--- config.mk ---
export PLATFORM = sky130hd
export DESIGN_NAME = its_top
export DESIGN_NICKNAME = d
export VERILOG_FILES = /design/src/hdl/its_pkg.sv /design/src/hdl/its_top.sv
export VERILOG_INCLUDE_DIRS = /design/src /design/src/hdl
export SDC_FILE = /design/constraint.sdc
export NUM_CORES = 2
export LEC_CHECK = 0
export BUFFER_PORTS_ARGS = -buffer_cell sky130_fd_sc_hd__buf_2
export CAP_MARGIN = 10
export CORE_AREA = 2 2 496 449
export DETAILED_ROUTE_END_ITERATION = 6
export DIE_AREA = 0 0 498 451
export SETUP_SLACK_MARGIN = 0.5
export SLEW_MARGIN = 20
export SYNTH_ARGS = -nofsm -noshare
export SYNTH_HDL_FRONTEND = slang
export SYNTH_SLANG_ARGS = --single-unit
--- constraint.sdc ---
create_clock -name clock_i -period 87.4 [get_ports clock_i]
set_input_delay 4.37 -clock clock_i [delete_from_list [all_inputs] [get_ports clock_i]]
set_output_delay 4.37 -clock clock_i [all_outputs]
set_load 0.01 [all_outputs]
--- src/hdl/its_defines.svh ---
// offsets, field positions, reset values and timing counts of the trap and interrupt block
// assumes a 12-bit APB byte address and a 100 MHz clock
`ifndef ITS_DEFINES_SVH
`define ITS_DEFINES_SVH

// register byte offsets
`define ITS_SRC_BASE 12'h000
`define ITS_EDGE_OFS 12'h080
`define ITS_TFR_OFS 12'h084
`define ITS_STKU_OFS 12'h088
`define ITS_STKL_OFS 12'h08C
`define ITS_STAT_OFS 12'h090
`define ITS_CH_BASE 12'h100
`define ITS_CH_END 12'h180

// source control fields
`define ITS_SC_REQ 0
`define ITS_SC_EN 1
`define ITS_SC_PRIO 2
`define ITS_SC_ROUTE 6
`define ITS_SC_CH 7

// channel control fields
`define ITS_CC_WORD 0
`define ITS_CC_INCDST 1
`define ITS_CC_CONT 2

// trap flag bit positions
`define ITS_TF_NMI 0
`define ITS_TF_STACK_OVER_FLAG 1
`define ITS_TF_STACK_UNDER_FLAG 2
`define ITS_TF_UNDEFINED_OPCODE_FLAG 3
`define ITS_TF_PROTECTED_INSTR_FAULT_FLAG 4
`define ITS_TF_ILLEGAL_OPERAND_FLAG 5
`define ITS_TF_ILLEGAL_FETCH_FLAG 6
`define ITS_TF_ILLEGAL_BUS_FLAG 7

// reset values
`define ITS_STKU_RST 16'h0000
`define ITS_STKL_RST 16'hFFFF

// trap vectors
`define ITS_VEC_RESET 24'h000000
`define ITS_VEC_NMI 24'h000008
`define ITS_VEC_STO 24'h000010
`define ITS_VEC_STU 24'h000018
`define ITS_VEC_CLASSB 24'h000028

// response time
`define ITS_CLK_NS 10
`define ITS_LAT_MIN_NS 250
`define ITS_LAT_MAX_NS 600
`define ITS_LAT_MIN_CYC ((`ITS_LAT_MIN_NS + `ITS_CLK_NS - 1) / `ITS_CLK_NS)
`define ITS_LAT_MAX_CYC (`ITS_LAT_MAX_NS / `ITS_CLK_NS)

`endif

--- src/hdl/its_pkg.sv ---
// types shared by the trap and interrupt block
// assumes its_defines.svh supplies all numeric constants
`default_nettype none
package its_pkg;
  typedef enum logic {ST_IDLE = 1'b0, ST_LAT = 1'b1} its_state_t;
  typedef enum logic [1:0] {TC_NONE = 2'b00, TC_B = 2'b01, TC_A = 2'b10, TC_RST = 2'b11} its_tcls_t;
  typedef struct packed {
    logic valid;
    logic is_trap;
    logic [3:0] level;
    logic [23:0] vector;
  } its_branch_t;
  typedef struct packed {
    logic valid;
    logic word;
    logic [23:0] src;
    logic [23:0] dst;
  } its_xfer_t;
endpackage
`default_nettype wire

--- src/hdl/its_top.sv ---
// interrupt, event transfer and trap controller with an APB register file
// assumes the core takes branch and transfer orders and reports its level and trap return
//
// The APB register port and the placing of the registers were chosen for this implementation.
`timescale 1ns/1ns
`include "its_defines.svh"
`default_nettype none

module its_top
  import its_pkg::*;
#(
  parameter int N_SRC = 20,
  parameter int N_EXT = 8,
  parameter int N_CH = 8
)(
  input wire logic clock_i,
  input wire logic rst_i,
  input wire logic psel_i,
  input wire logic penable_i,
  input wire logic pwrite_i,
  input wire logic [11:0] paddr_i,
  input wire logic [31:0] pwdata_i,
  output logic [31:0] prdata_o,
  output logic pready_o,
  output logic pslverr_o,
  input wire logic [N_EXT-1:0] ext_irq_i,
  input wire logic [N_SRC-N_EXT-1:0] periph_irq_i,
  input wire logic [3:0] cpu_level_i,
  input wire logic trap_done_i,
  input wire logic nmi_i,
  input wire logic stack_access_i,
  input wire logic [15:0] sp_i,
  input wire logic [4:0] class_b_i,
  input wire logic sw_reset_i,
  input wire logic wdt_ovf_i,
  input wire logic swtrap_i,
  input wire logic [6:0] swtrap_num_i,
  output var its_branch_t branch_o,
  output var its_xfer_t xfer_o
);
  localparam int LAT_CHK = `ITS_LAT_MIN_CYC + 1;
  localparam logic [7:0] LAT_LOAD = 8'(`ITS_LAT_MIN_CYC - 1);

  // refuse sizes the decode and the vector table cannot serve
  if (N_SRC != 20 || N_EXT != 8 || N_CH != 8 || `ITS_LAT_MIN_CYC > `ITS_LAT_MAX_CYC)
    $error("its_top: unsupported size or latency");

  // fixed trap number of each source
  function automatic logic [6:0] src_trap(input logic [4:0] i);
    logic [6:0] t;
    t = 7'h00;
    if (i < 5'd8) t = 7'h18 + 7'(i);
    else if (i < 5'd14) t = 7'h22 + 7'(i - 5'd8);
    else if (i == 5'd14) t = 7'h2A;
    else if (i == 5'd15) t = 7'h47;
    else if (i == 5'd16) t = 7'h2B;
    else if (i == 5'd17) t = 7'h2C;
    else if (i == 5'd18) t = 7'h41;
    else t = 7'h43;
    return t;
  endfunction

  its_state_t state_q;
  its_tcls_t trap_cls_q;
  logic [7:0] lat_q;
  logic [N_SRC-1:0] src_req_q, src_en_q, src_route_q;
  logic [3:0] src_prio_q [N_SRC];
  logic [2:0] src_ch_q [N_SRC];
  logic [23:0] ch_src_q [N_CH];
  logic [23:0] ch_dst_q [N_CH];
  logic [7:0] ch_cnt_q [N_CH];
  logic [N_CH-1:0] ch_word_q, ch_incdst_q, ch_cont_q;
  logic [15:0] edge_sel_q;
  logic [7:0] tfr_q;
  logic [15:0] stku_q, stkl_q;
  logic rst_pend_q, sw_pend_q;
  logic [2:0] a_pend_q;
  logic b_pend_q;
  logic [6:0] sw_num_q;
  logic [3:0] cpu_acc_q;
  logic [N_EXT-1:0] ext_s1_q, ext_s2_q, ext_s3_q, ext_lvl_q;
  logic [N_EXT-1:0] ext_edge;
  logic [N_SRC-1:0] hw_set;
  logic best_ok, grant_ok, go_std, go_xfer, go_trap;
  logic [4:0] best_idx;
  logic [3:0] best_prio;
  logic [2:0] sel_ch;
  logic [7:0] sel_cnt;
  logic [23:0] sel_src;
  logic stk_ovf, stk_unf;
  logic wr_en, rd_en;
  logic [31:0] rdata;
  logic rd_err;

  // three-stage synchroniser, an edge counts when stages two and three agree
  always_ff @(posedge clock_i or posedge rst_i)
  begin
    if (rst_i)
    begin
      ext_s1_q <= '0;
      ext_s2_q <= '0;
      ext_s3_q <= '0;
      ext_lvl_q <= '0;
    end
    else
    begin
      ext_s1_q <= ext_irq_i;
      ext_s2_q <= ext_s1_q;
      ext_s3_q <= ext_s2_q;
      for (int i = 0; i < N_EXT; i++)
        if (ext_s2_q[i] == ext_s3_q[i]) ext_lvl_q[i] <= ext_s3_q[i];
    end
  end

  // edge select per input: bit0 rising, bit1 falling
  always_comb
  begin
    for (int i = 0; i < N_EXT; i++)
      ext_edge[i] = (ext_s2_q[i] == ext_s3_q[i]) && (ext_s3_q[i] != ext_lvl_q[i]) &&
        ((ext_s3_q[i] && edge_sel_q[2*i]) || (!ext_s3_q[i] && edge_sel_q[2*i+1]));
    hw_set = {periph_irq_i, ext_edge};
  end

  // arbitration over enabled pending sources, ties go to the lower index
  always_comb
  begin
    best_ok = 1'b0;
    best_idx = 5'd0;
    best_prio = 4'h0;
    for (int i = 0; i < N_SRC; i++)
      if (src_req_q[i] && src_en_q[i] && (!best_ok || src_prio_q[i] > best_prio))
      begin
        best_ok = 1'b1;
        best_idx = 5'(i);
        best_prio = src_prio_q[i];
      end
    sel_ch = src_ch_q[best_idx];
    sel_cnt = ch_cnt_q[sel_ch];
    sel_src = ch_src_q[sel_ch];
    grant_ok = best_ok && (best_prio > cpu_level_i) && (trap_cls_q == TC_NONE);
    go_trap = (state_q == ST_IDLE) && (rst_pend_q || a_pend_q != 3'b000 || b_pend_q || sw_pend_q);
    go_xfer = (state_q == ST_IDLE) && !go_trap && grant_ok && src_route_q[best_idx] &&
      (sel_cnt != 8'h00);
    go_std = (state_q == ST_IDLE) && !go_trap && grant_ok && !go_xfer;
  end

  // stack limit compare on each stack access
  assign stk_ovf = stack_access_i && (sp_i < stku_q);
  assign stk_unf = stack_access_i && (sp_i > stkl_q);

  // APB strobes: a write takes effect in the cycle pready is high, a read is sampled in the cycle before, while pready is low
  assign wr_en = psel_i && penable_i && pready_o && pwrite_i;
  assign rd_en = psel_i && penable_i && !pready_o;

  // trap pending bits, a new cause wins over being taken
  always_ff @(posedge clock_i or posedge rst_i)
  begin
    if (rst_i)
    begin
      rst_pend_q <= 1'b1;
      a_pend_q <= 3'b000;
      b_pend_q <= 1'b0;
      sw_pend_q <= 1'b0;
      sw_num_q <= 7'h00;
    end
    else
    begin
      rst_pend_q <= sw_reset_i || wdt_ovf_i || (rst_pend_q && !go_trap);
      a_pend_q[0] <= nmi_i || (a_pend_q[0] && !(go_trap && !rst_pend_q &&
        trap_cls_q < TC_A));
      a_pend_q[1] <= stk_ovf || (a_pend_q[1] && !(go_trap && !rst_pend_q && !a_pend_q[0] &&
        trap_cls_q < TC_A));
      a_pend_q[2] <= stk_unf || (a_pend_q[2] && !(go_trap && !rst_pend_q && a_pend_q[1:0] == 2'b00 &&
        trap_cls_q < TC_A));
      b_pend_q <= (class_b_i != 5'b00000) || (b_pend_q && !(go_trap && !rst_pend_q &&
        a_pend_q == 3'b000 && trap_cls_q == TC_NONE));
      // a software trap arriving as the pending one is taken is kept, not lost
      if (go_trap && !rst_pend_q && a_pend_q == 3'b000 && !b_pend_q)
        sw_pend_q <= 1'b0;
      if (swtrap_i && (!sw_pend_q ||
        (go_trap && !rst_pend_q && a_pend_q == 3'b000 && !b_pend_q)))
      begin
        sw_pend_q <= 1'b1;
        sw_num_q <= swtrap_num_i;
      end
    end
  end

  // trap flag register, hardware set wins over software write-one-clear
  always_ff @(posedge clock_i or posedge rst_i)
  begin
    if (rst_i)
      tfr_q <= 8'h00;
    else
    begin
      for (int b = 0; b < 8; b++)
        if (wr_en && paddr_i == `ITS_TFR_OFS && pwdata_i[b]) tfr_q[b] <= 1'b0;
      if (nmi_i) tfr_q[`ITS_TF_NMI] <= 1'b1;
      if (stk_ovf) tfr_q[`ITS_TF_STACK_OVER_FLAG] <= 1'b1;
      if (stk_unf) tfr_q[`ITS_TF_STACK_UNDER_FLAG] <= 1'b1;
      for (int b = 0; b < 5; b++)
        if (class_b_i[b]) tfr_q[`ITS_TF_UNDEFINED_OPCODE_FLAG + b] <= 1'b1;
    end
  end

  // sequencer: choose trap or vectored service, wait the response time, issue branch
  always_ff @(posedge clock_i or posedge rst_i)
  begin
    if (rst_i)
    begin
      state_q <= ST_IDLE;
      trap_cls_q <= TC_NONE;
      lat_q <= 8'h00;
      branch_o <= '0;
      cpu_acc_q <= 4'h0;
    end
    else
    begin
      branch_o.valid <= 1'b0;
      if (trap_done_i && state_q == ST_IDLE) trap_cls_q <= TC_NONE;
      case (state_q)
        ST_IDLE:
        begin
          cpu_acc_q <= cpu_level_i;
          if (go_trap)
          begin
            state_q <= ST_LAT;
            lat_q <= LAT_LOAD;
            branch_o.is_trap <= 1'b1;
            branch_o.level <= cpu_level_i;
            if (rst_pend_q)
            begin
              trap_cls_q <= TC_RST;
              branch_o.vector <= `ITS_VEC_RESET;
            end
            else if (a_pend_q != 3'b000 && trap_cls_q < TC_A)
            begin
              trap_cls_q <= TC_A;
              branch_o.vector <= a_pend_q[0] ? `ITS_VEC_NMI :
                (a_pend_q[1] ? `ITS_VEC_STO : `ITS_VEC_STU);
            end
            else if (b_pend_q && trap_cls_q == TC_NONE)
            begin
              trap_cls_q <= TC_B;
              branch_o.vector <= `ITS_VEC_CLASSB;
            end
            else if (a_pend_q == 3'b000 && !b_pend_q)
              branch_o.vector <= {15'h0000, sw_num_q, 2'b00};
            else
              state_q <= ST_IDLE;
          end
          else if (go_std)
          begin
            state_q <= ST_LAT;
            lat_q <= LAT_LOAD;
            branch_o.is_trap <= 1'b0;
            branch_o.level <= best_prio;
            branch_o.vector <= {15'h0000, src_trap(best_idx), 2'b00};
          end
        end
        ST_LAT:
        begin
          if (lat_q == 8'h00)
          begin
            branch_o.valid <= 1'b1;
            state_q <= ST_IDLE;
          end
          else
            lat_q <= lat_q - 8'h01;
        end
        default: state_q <= ST_IDLE;
      endcase
    end
  end

  // source control registers; a hardware request wins over a software clear
  always_ff @(posedge clock_i or posedge rst_i)
  begin
    if (rst_i)
    begin
      src_req_q <= '0;
      src_en_q <= '0;
      src_route_q <= '0;
      edge_sel_q <= 16'h0000;
      stku_q <= `ITS_STKU_RST;
      stkl_q <= `ITS_STKL_RST;
      for (int i = 0; i < N_SRC; i++)
      begin
        src_prio_q[i] <= 4'h0;
        src_ch_q[i] <= 3'h0;
      end
    end
    else
    begin
      for (int i = 0; i < N_SRC; i++)
      begin
        if (wr_en && paddr_i == `ITS_SRC_BASE + 12'(4 * i))
        begin
          src_req_q[i] <= pwdata_i[`ITS_SC_REQ];
          src_en_q[i] <= pwdata_i[`ITS_SC_EN];
          src_prio_q[i] <= pwdata_i[`ITS_SC_PRIO +: 4];
          src_route_q[i] <= pwdata_i[`ITS_SC_ROUTE];
          src_ch_q[i] <= pwdata_i[`ITS_SC_CH +: 3];
        end
        else if ((go_std || (go_xfer && (ch_cont_q[sel_ch] || sel_cnt != 8'h01))) &&
          best_idx == 5'(i))
          src_req_q[i] <= 1'b0; // a transfer ending at zero keeps the request
        if (hw_set[i]) src_req_q[i] <= 1'b1;
      end
      if (wr_en)
      begin
        if (paddr_i == `ITS_EDGE_OFS) edge_sel_q <= pwdata_i[15:0];
        else if (paddr_i == `ITS_STKU_OFS) stku_q <= pwdata_i[15:0];
        else if (paddr_i == `ITS_STKL_OFS) stkl_q <= pwdata_i[15:0];
      end
    end
  end

  // event channels: software set-up and the one-cycle transfer
  always_ff @(posedge clock_i or posedge rst_i)
  begin
    if (rst_i)
    begin
      xfer_o <= '0;
      ch_word_q <= '0;
      ch_incdst_q <= '0;
      ch_cont_q <= '0;
      for (int c = 0; c < N_CH; c++)
      begin
        ch_src_q[c] <= 24'h000000;
        ch_dst_q[c] <= 24'h000000;
        ch_cnt_q[c] <= 8'h00;
      end
    end
    else
    begin
      xfer_o.valid <= go_xfer;
      if (go_xfer)
      begin
        xfer_o.word <= ch_word_q[sel_ch];
        xfer_o.src <= sel_src;
        xfer_o.dst <= ch_dst_q[sel_ch];
        if (ch_incdst_q[sel_ch])
          ch_dst_q[sel_ch] <= ch_dst_q[sel_ch] + (ch_word_q[sel_ch] ? 24'h000002 : 24'h000001);
        else
          ch_src_q[sel_ch] <= sel_src + (ch_word_q[sel_ch] ? 24'h000002 : 24'h000001);
        if (!ch_cont_q[sel_ch]) ch_cnt_q[sel_ch] <= sel_cnt - 8'h01;
      end
      for (int c = 0; c < N_CH; c++)
        if (wr_en && paddr_i[11:7] == 5'(`ITS_CH_BASE >> 7) && paddr_i[6:4] == 3'(c))
        begin
          if (paddr_i[3:0] == 4'h0) ch_src_q[c] <= pwdata_i[23:0];
          else if (paddr_i[3:0] == 4'h4) ch_dst_q[c] <= pwdata_i[23:0];
          else if (paddr_i[3:0] == 4'h8) ch_cnt_q[c] <= pwdata_i[7:0];
          else if (paddr_i[3:0] == 4'hC)
          begin
            ch_word_q[c] <= pwdata_i[`ITS_CC_WORD];
            ch_incdst_q[c] <= pwdata_i[`ITS_CC_INCDST];
            ch_cont_q[c] <= pwdata_i[`ITS_CC_CONT];
          end
        end
    end
  end

  // read decode, unmapped addresses answer with an error
  always_comb
  begin
    rdata = 32'h00000000;
    rd_err = 1'b0;
    if (paddr_i < `ITS_SRC_BASE + 12'(4 * N_SRC))
      rdata = {22'h000000, src_ch_q[paddr_i[6:2]], src_route_q[paddr_i[6:2]],
        src_prio_q[paddr_i[6:2]], src_en_q[paddr_i[6:2]], src_req_q[paddr_i[6:2]]};
    else if (paddr_i == `ITS_EDGE_OFS) rdata = {16'h0000, edge_sel_q};
    else if (paddr_i == `ITS_TFR_OFS) rdata = {24'h000000, tfr_q};
    else if (paddr_i == `ITS_STKU_OFS) rdata = {16'h0000, stku_q};
    else if (paddr_i == `ITS_STKL_OFS) rdata = {16'h0000, stkl_q};
    else if (paddr_i == `ITS_STAT_OFS) rdata = {29'h00000000, trap_cls_q, state_q};
    else if (paddr_i >= `ITS_CH_BASE && paddr_i < `ITS_CH_END && paddr_i[3:0] == 4'h0)
      rdata = {8'h00, ch_src_q[paddr_i[6:4]]};
    else if (paddr_i >= `ITS_CH_BASE && paddr_i < `ITS_CH_END && paddr_i[3:0] == 4'h4)
      rdata = {8'h00, ch_dst_q[paddr_i[6:4]]};
    else if (paddr_i >= `ITS_CH_BASE && paddr_i < `ITS_CH_END && paddr_i[3:0] == 4'h8)
      rdata = {24'h000000, ch_cnt_q[paddr_i[6:4]]};
    else if (paddr_i >= `ITS_CH_BASE && paddr_i < `ITS_CH_END && paddr_i[3:0] == 4'hC)
      rdata = {29'h00000000, ch_cont_q[paddr_i[6:4]], ch_incdst_q[paddr_i[6:4]],
        ch_word_q[paddr_i[6:4]]};
    else rd_err = 1'b1;
  end

  // APB answer: one wait state, ready and data from flip-flops
  always_ff @(posedge clock_i or posedge rst_i)
  begin
    if (rst_i)
    begin
      pready_o <= 1'b0;
      prdata_o <= 32'h00000000;
      pslverr_o <= 1'b0;
    end
    else
    begin
      pready_o <= rd_en;
      pslverr_o <= rd_en && rd_err;
      if (rd_en && !pwrite_i) prdata_o <= rdata;
    end
  end

  // checks
  lat_window_a: assert property (@(posedge clock_i) disable iff (rst_i)
    go_std |-> ##LAT_CHK branch_o.valid) else $error("branch not issued at response time");
  xfer_no_branch_a: assert property (@(posedge clock_i) disable iff (rst_i)
    go_xfer |=> xfer_o.valid && state_q == ST_IDLE) else $error("transfer suspended program");
  ptr_step_a: assert property (@(posedge clock_i) disable iff (rst_i)
    go_xfer |=> xfer_o.src == $past(sel_src) && ($past(ch_incdst_q[sel_ch]) ||
    ch_src_q[$past(sel_ch)] == $past(sel_src) + ($past(ch_word_q[sel_ch]) ? 24'h000002 :
    24'h000001))) else $error("transfer source pointer wrong");
  cnt_down_a: assert property (@(posedge clock_i) disable iff (rst_i)
    go_xfer && !ch_cont_q[sel_ch] |=> ch_cnt_q[$past(sel_ch)] == $past(sel_cnt) - 8'h01)
    else $error("transfer counter not decremented");
  zero_irq_a: assert property (@(posedge clock_i) disable iff (rst_i)
    go_xfer && !ch_cont_q[sel_ch] && sel_cnt == 8'h01 |=> src_req_q[$past(best_idx)])
    else $error("request lost at zero count");
  higher_prio_a: assert property (@(posedge clock_i) disable iff (rst_i)
    $rose(branch_o.valid) && !branch_o.is_trap |-> branch_o.level > cpu_acc_q)
    else $error("service not strictly higher");
  stack_flag_a: assert property (@(posedge clock_i) disable iff (rst_i)
    stk_ovf |=> tfr_q[`ITS_TF_STACK_OVER_FLAG]) else $error("stack overflow flag not set");
  trap_guard_a: assert property (@(posedge clock_i) disable iff (rst_i)
    trap_cls_q != TC_NONE |-> !go_std && !go_xfer) else $error("interrupt cut into trap");
  nmi_vec_a: assert property (@(posedge clock_i) disable iff (rst_i)
    go_trap && !rst_pend_q && a_pend_q[0] && trap_cls_q < TC_A |-> ##LAT_CHK
    branch_o.valid && branch_o.vector == `ITS_VEC_NMI) else $error("nonmaskable vector wrong");
  xfer_seen_c: cover property (@(posedge clock_i) disable iff (rst_i) go_xfer);
  std_seen_c: cover property (@(posedge clock_i) disable iff (rst_i) go_std);
  trap_seen_c: cover property (@(posedge clock_i) disable iff (rst_i) go_trap && b_pend_q);

endmodule
`default_nettype wire

; Word level (Yosys, flattened, before mapping)
; Index checks and enable logic that the tools add are counted.
[op_classes]
add_sub_neg = 7
multipliers = 0
n_div = 0
magnitude_cmp = 37
n_eq_ne = 74
shift = 0
n_mux = 325
n_bitwise = 10
n_reduce_logical = 304
[op_table]
columns = op, count
row1 = two-way mux 24 bit, 61
row2 = two-way mux 192 bit, 4
row3 = bitwise mux 192 bit, 2
row4 = two-way mux 8 bit, 41
row5 = binary-select mux 24 bit (select 3 bit), 4
row6 = logical AND 1 bit, 171
row7 = two-way mux 1 bit, 128
row8 = two-way mux 64 bit, 2
row9 = "equality test 12 x 6 -> 1 bit, second input constant", 8
row10 = two-way mux 5 bit, 19
row11 = two-way mux 4 bit, 23
row12 = greater-than comparator 4 bit, 20
row13 = demux 24 bit (select 3 bit), 1
row14 = bitwise mux 64 bit, 1
row15 = nonzero test 3 bit, 21
row16 = "equality test 12 x 8 -> 1 bit, second input constant", 5
row17 = two-way mux 29 bit, 2
row18 = binary-select mux 8 bit (select 3 bit), 2
row19 = "equality test 12 x 5 -> 1 bit, second input constant", 4
row20 = "equality test 12 x 7 -> 1 bit, second input constant", 4
row21 = two-way mux 7 bit, 6
row22 = "equality test 5 x 4 -> 1 bit, second input constant", 8
row23 = AND reduction 5 bit, 8
row24 = logical NOT 1 bit, 39
row25 = other kinds (60), 173
[word_totals]
regBits = 898
latchBits = 0
mem_bits_rw = 0
romBits = 0
in_bits = 107
n_memories = 0

; Longest topological paths before layout
[logic_depth]
ltp_word = 95
mapped_depth = 194
ltp_nobuf = 185

; Worst setup path after synthesis
; Ideal clock, no wire load.
[synth_timing]
path_kind = register to register
start = reg src_req_q[0]
end = reg ch_src_q[129] in the netlist's numbering
arrival_ns = 32.278
required_time_ns = 87.323
setup_slack_ns = 55.046
stages_incl_launch_ff = 172
path_buffers = 6
synth_period_minus_slack_ns = 32.354
cell_sequence = dfrtp_1 -> buf_2 -> and3_1 -> inv_1 -> ha_1 -> and4_1 -> a31oi_1 -> o21a_1 -> mux2_2 -> ha_1 -> nand4_1 -> o211ai_1 -> a31o_2 -> mux2_2 -> inv_1 -> ha_1 -> and3b_1 -> a2111oi_2 -> [... 136 more ...] -> inv_2 -> o41a_1 -> nand3_1 -> buf_2 -> buf_2 -> nor2_1 -> a22o_1 -> a221oi_1 -> and3_1 -> inv_1 -> ha_1 -> a21oi_1 -> a2111oi_1 -> nand3_1 -> or3b_1 -> xor2_1 -> nor2_1 -> o21ai_1
[synth_via]
elab_chain_len = 92
[synth_lines]
columns = element, line_no
row1 = from (decl), its_top.sv:66  ; logic [N_SRC-1:0] src_req_q, src_en_q, src_route_q;
row2 = "from (signal, indexed assignment)", its_top.sv:299  ; src_req_q[i] <= pwdata_i[`ITS_SC_REQ];
row3 = logical AND 1 bit *, its_top.sv:131  ; if (src_req_q[i] && src_en_q[i] && (!best_ok || src_prio_q[i] > best_prio))
row4 = two-way mux 4 bit / two-way mux 1 bit (equally long branches), its_top.sv:131
row5 = greater-than comparator 4 bit / logical NOT 1 bit (equally long branches), its_top.sv:131
row6 = logical OR 1 bit, its_top.sv:131
row7 = logical AND 1 bit, its_top.sv:131
row8 = two-way mux 4 bit / two-way mux 1 bit (equally long branches), its_top.sv:131
row9 = greater-than comparator 4 bit / logical NOT 1 bit (equally long branches), its_top.sv:131
row10 = logical OR 1 bit, its_top.sv:131
row11 = [... 76 more ...], n/a
row12 = two-way mux 24 bit (not written as such) / logical AND 1 bit (equally long branches), "its_top.sv:139, its_top.sv:346"
row13 = two-way mux 24 bit (on tied branches), "its_top.sv:139, its_top.sv:346"
row14 = adder 24 x 2 -> 24 bit / demux 24 bit (select 3 bit) (equally long branches), its_top.sv:346  ; ch_src_q[sel_ch] <= sel_src + (ch_word_q[sel_ch] ? 24'h000002 : 24'h000001);
row15 = bitwise mux 192 bit, its_top.sv:346
row16 = two-way mux 192 bit, its_top.sv:343  ; if (ch_incdst_q[sel_ch])
row17 = two-way mux 192 bit *, its_top.sv:338  ; if (go_xfer)
row18 = two-way mux 24 bit, its_top.sv:352  ; if (paddr_i[3:0] == 4'h0) ch_src_q[c] <= pwdata_i[23:0];
row19 = two-way mux 24 bit *, its_top.sv:350  ; if (wr_en && paddr_i[11:7] == 5'(`ITS_CH_BASE >> 7) && paddr_i[6:4] == 3'(c))
row20 = "to (signal, indexed assignment)", its_top.sv:346
row21 = "to (signal, indexed assignment)", its_top.sv:352
row22 = to (decl), its_top.sv:69  ; logic [23:0] ch_src_q [N_CH];
; Mark *: on every way between the ends. The rest lies on a longest branch, timed or not. The select of a mux whose other input is x is not followed.
; A chain may end at the register's enable or synchronous reset.

; Worst setup path after layout
[layout_timing]
start = reg src_req_q[0]
end = reg ch_src_q[167] in the netlist's numbering
; Same word-level chain as after synthesis.

==> reports/qor.txt <==
startpoint types = flop
post-synth top area share = 39.27%
largest net degree at the start of global routing = 153
mapped cell area = 54550 um2
vias in the first global route = 48307
DRC = 0
Final HPWL DP = 161300 um
worst min path class = reg -> reg
boundary pin count = 221
Vias per Instance = 5.773
final net count = 5990
fin crit period = 41140 ps
most used cell, CP = a21oi_1
Crit. End Element = flop
Worst path max stage delay = 720 ps
CP Max Fanout = 25
cell count after synthesis = 5765
core area = 220200 um2
Pleak = 26.16 nW
1st-pass router iterations = 7
postcts setup bufs = 0
Die Ht = 451 um
Net Sw Frac = 25.11%
Post-DRT Antenna Nets = 0
unrepaired setup endpoints after global routing = no
antenna violations before repair = 19
share of layout cells above drive strength 1 = 19.37%
overall routing resource usage = 20.68%
Min-Delay Path Depth = 0
Design Power = 0.8973 mW
initial core utilization = 24.77%
Starting DRT DRC Count = 7186
Final Core Density = 28.14%
switching pwr = 0.2253 mW
Syn-to-layout area delta = 13.57%
P_int = 0.6719 mW
worst reg-to-reg setup slack = 46260 ps
Routed wire per std cell = 27.46 um
hold endpoint = ext_s2_q[5]
largest cells by area after synthesis = dfrtp_1, mux4_2, nand2_1, mux2_2, mux2i_1
CP required = 88080 ps
Worst VDD drop = 0.00001592 V
Combinational Power Share = 5.0%
setup TNS = 0 ps
TritonCTS clock tree = yes
fin cells = 8768
Die X = 498 um
status = finished clean
die area = 224600 um2
Inst Count DP = 8576
Worst Clk Skew = 48.11 ps
area occupied by multi-input gates = 30410 um2
clock latency on the worst-skew pair = 770 ps
final slew viol count = 0
htree depth = 3
global-route wire length before repair = 345700 um
post-synthesis sequential area ratio = 40.09%
dominant cell type by area after synthesis = dfrtp_1
CTS root buf = clkbuf_16
CP arrival = 41820 ps
commonest non-fill, non-tap cells in the layout = nand2_1, dfrtp_1, nor2_1
CP Class = reg -> reg
clock buffer depth = 3
port buffer count = 187
ratio of final minimum period to clock period = 47.07%
Max Clk Rate = 24.31 MHz
fill count = 22833
Most used DFF post-synth = dfrtp_1
Max Cap Violations = 0
PwrDens = 14.48 nW/um2
sequential share of power = 45.4%
final hold violation count = 0
Post-synth ARST share = 100.0%
GRT Residual Overflow = 0
Syn Area/Cell = 9.462 um2
Cell Rows = 164
synth warn = 0
terminus of the critical flop-to-flop path = ch_src_q[167]
# resized after CTS = 0
FF-to-FF path depth = 172
Register Area = 21870 um2
Netlist cell types = 126
clock buffer count from CTS = 95
Clk network pwr share = 49.6%
actual slew at the worst max-slew pin = 1334 ps
Max-slew headroom = 10.76%
drt total wl = 240800 um
Finish-stage setup viols = 0
Synth Register Bits = 873
worst slack, placed = 47470 ps
HP Start = ext_s1_q[5]
number of enable flip-flop cells after synthesis = 0
slowest CP cell = a2111oi_1
worst flop-to-flop path startpoint = src_req_q[0]
GP Congestion = 0.9688
hold_buf cts = 0
Clock Pin Slew Worst Setup and Hold Paths = 70 ps
setup ws final = 46260 ps
Crit. Startpoint = src_req_q[0]
clock sinks = 873
via count = 50620
commonest non-fill, non-tap cell in the layout = nand2_1
==> per-stage QoR <==
| stage | instance area [um2] | hold WS, ps |
|---|---|---|
| finish | 61950 | 327.1 |
| global route | 61920 | 344.0 |
| CTS | 61880 | 324.1 |
| detailed placement | 58570 | 339.4 |
| global placement | 58560 | 339.3 |
| floorplan | 54640 | 331.2 |
==> critical path: cells and delay by family, from the launching register on <==
| family | cells | cell delay [ps] |
|---|---|---|
| fa+ha+maj | 20 | 5800 |
| mux | 16 | 5210 |
| compound gates | 75 | 16750 |
| simple gates | 43 | 9600 |
| flops | 1 | 580 |
| xor+xnor | 1 | 430 |
| buf+inv | 17 | 2650 |
==> worst max-delay path by stage <==
stage                         end  slack, ps
global placement       xfer_o[29]      47920
CTS                  ch_src_q[23]      47290
finish              ch_src_q[167]      46260
global route            xfer_o[2]      43540
detailed placement   ch_src_q[23]      47470
floorplan           ch_src_q[129]      55050
==> state kept, by name (all words and copies together) (netlist names), 13 cells and up <==
| register | cells |
|---|---|
| xfer_o | 50 |
| src_prio_q | 80 |
| ch_cnt_q | 64 |
| ch_dst_q | 192 |
| branch_o | 13 |
| src_route_q | 20 |
| src_req_q | 20 |
| stkl_q | 16 |
| prdata_o | 24 |
| src_ch_q | 60 |
| src_en_q | 20 |
| stku_q | 16 |
| edge_sel_q | 16 |
| ch_src_q | 192 |
==> power groups by stage <==
stage               clock network, mW  logic [mW]  registers [mW]
detailed placement                  0      0.0442           0.415
finish                          0.445      0.0448           0.408
floorplan                           0      0.0259           0.415
CTS                             0.447      0.0443           0.408
global placement                    0      0.0438           0.415
global route                    0.463      0.0474           0.408
==> cells in the mapped netlist, types with 92 or more instances <==
library cell,instances
inv_1,142
ha_1,112
clkbuf_1,269
o211ai_1,92
mux4_2,176
o22ai_1,95
a21oi_1,247
mux2i_1,230
o21ai_0,401
mux2_2,279
nor2_1,418
dfrtp_1,856
nand2_1,926
nand3_1,205
a31oi_1,95
==> final cells by class <==
class	count	area share (%)
Antenna cell	15	0.06059
Clock buffer	131	4.300
Clock inverter	45	1.038
Inverter	146	0.8988
Multi-Input combinational cell	4313	49.09
Sequential cell	873	35.30
Tap cell	2905	5.868
Timing Repair Buffer	340	3.442
==> layer usage <==
metal / track usage (%) / wire, um / vias up
met5: 0 / 84 / -
met4: 12.98 / 17790 / 14
met1: 27.00 / 93520 / 24955
li1: - / - / 21103
met2: 30.10 / 100200 / 3666
met3: 5.732 / 29230 / 882
==> kinds of logic (layout without fill, tap and decap cells) <==
kind of cell | after synthesis | in the layout | share of synthesized area, %
adder cells (fa/ha/maj) | 122 | 122 | 2.789
XOR/XNOR | 54 | 54 | 0.9771
AND/OR/NAND/NOR | 1993 | 1993 | 16.78
multiplexers | 689 | 689 | 17.38
flip-flops | 873 | 873 | 40.09
buffers and inverters | 603 | 662 | 4.783
AO/OA/AOI/OAI | 1430 | 1430 | 17.20
other | 1 | 40 | 0.006875
Power figures use the tool's default switching activity.
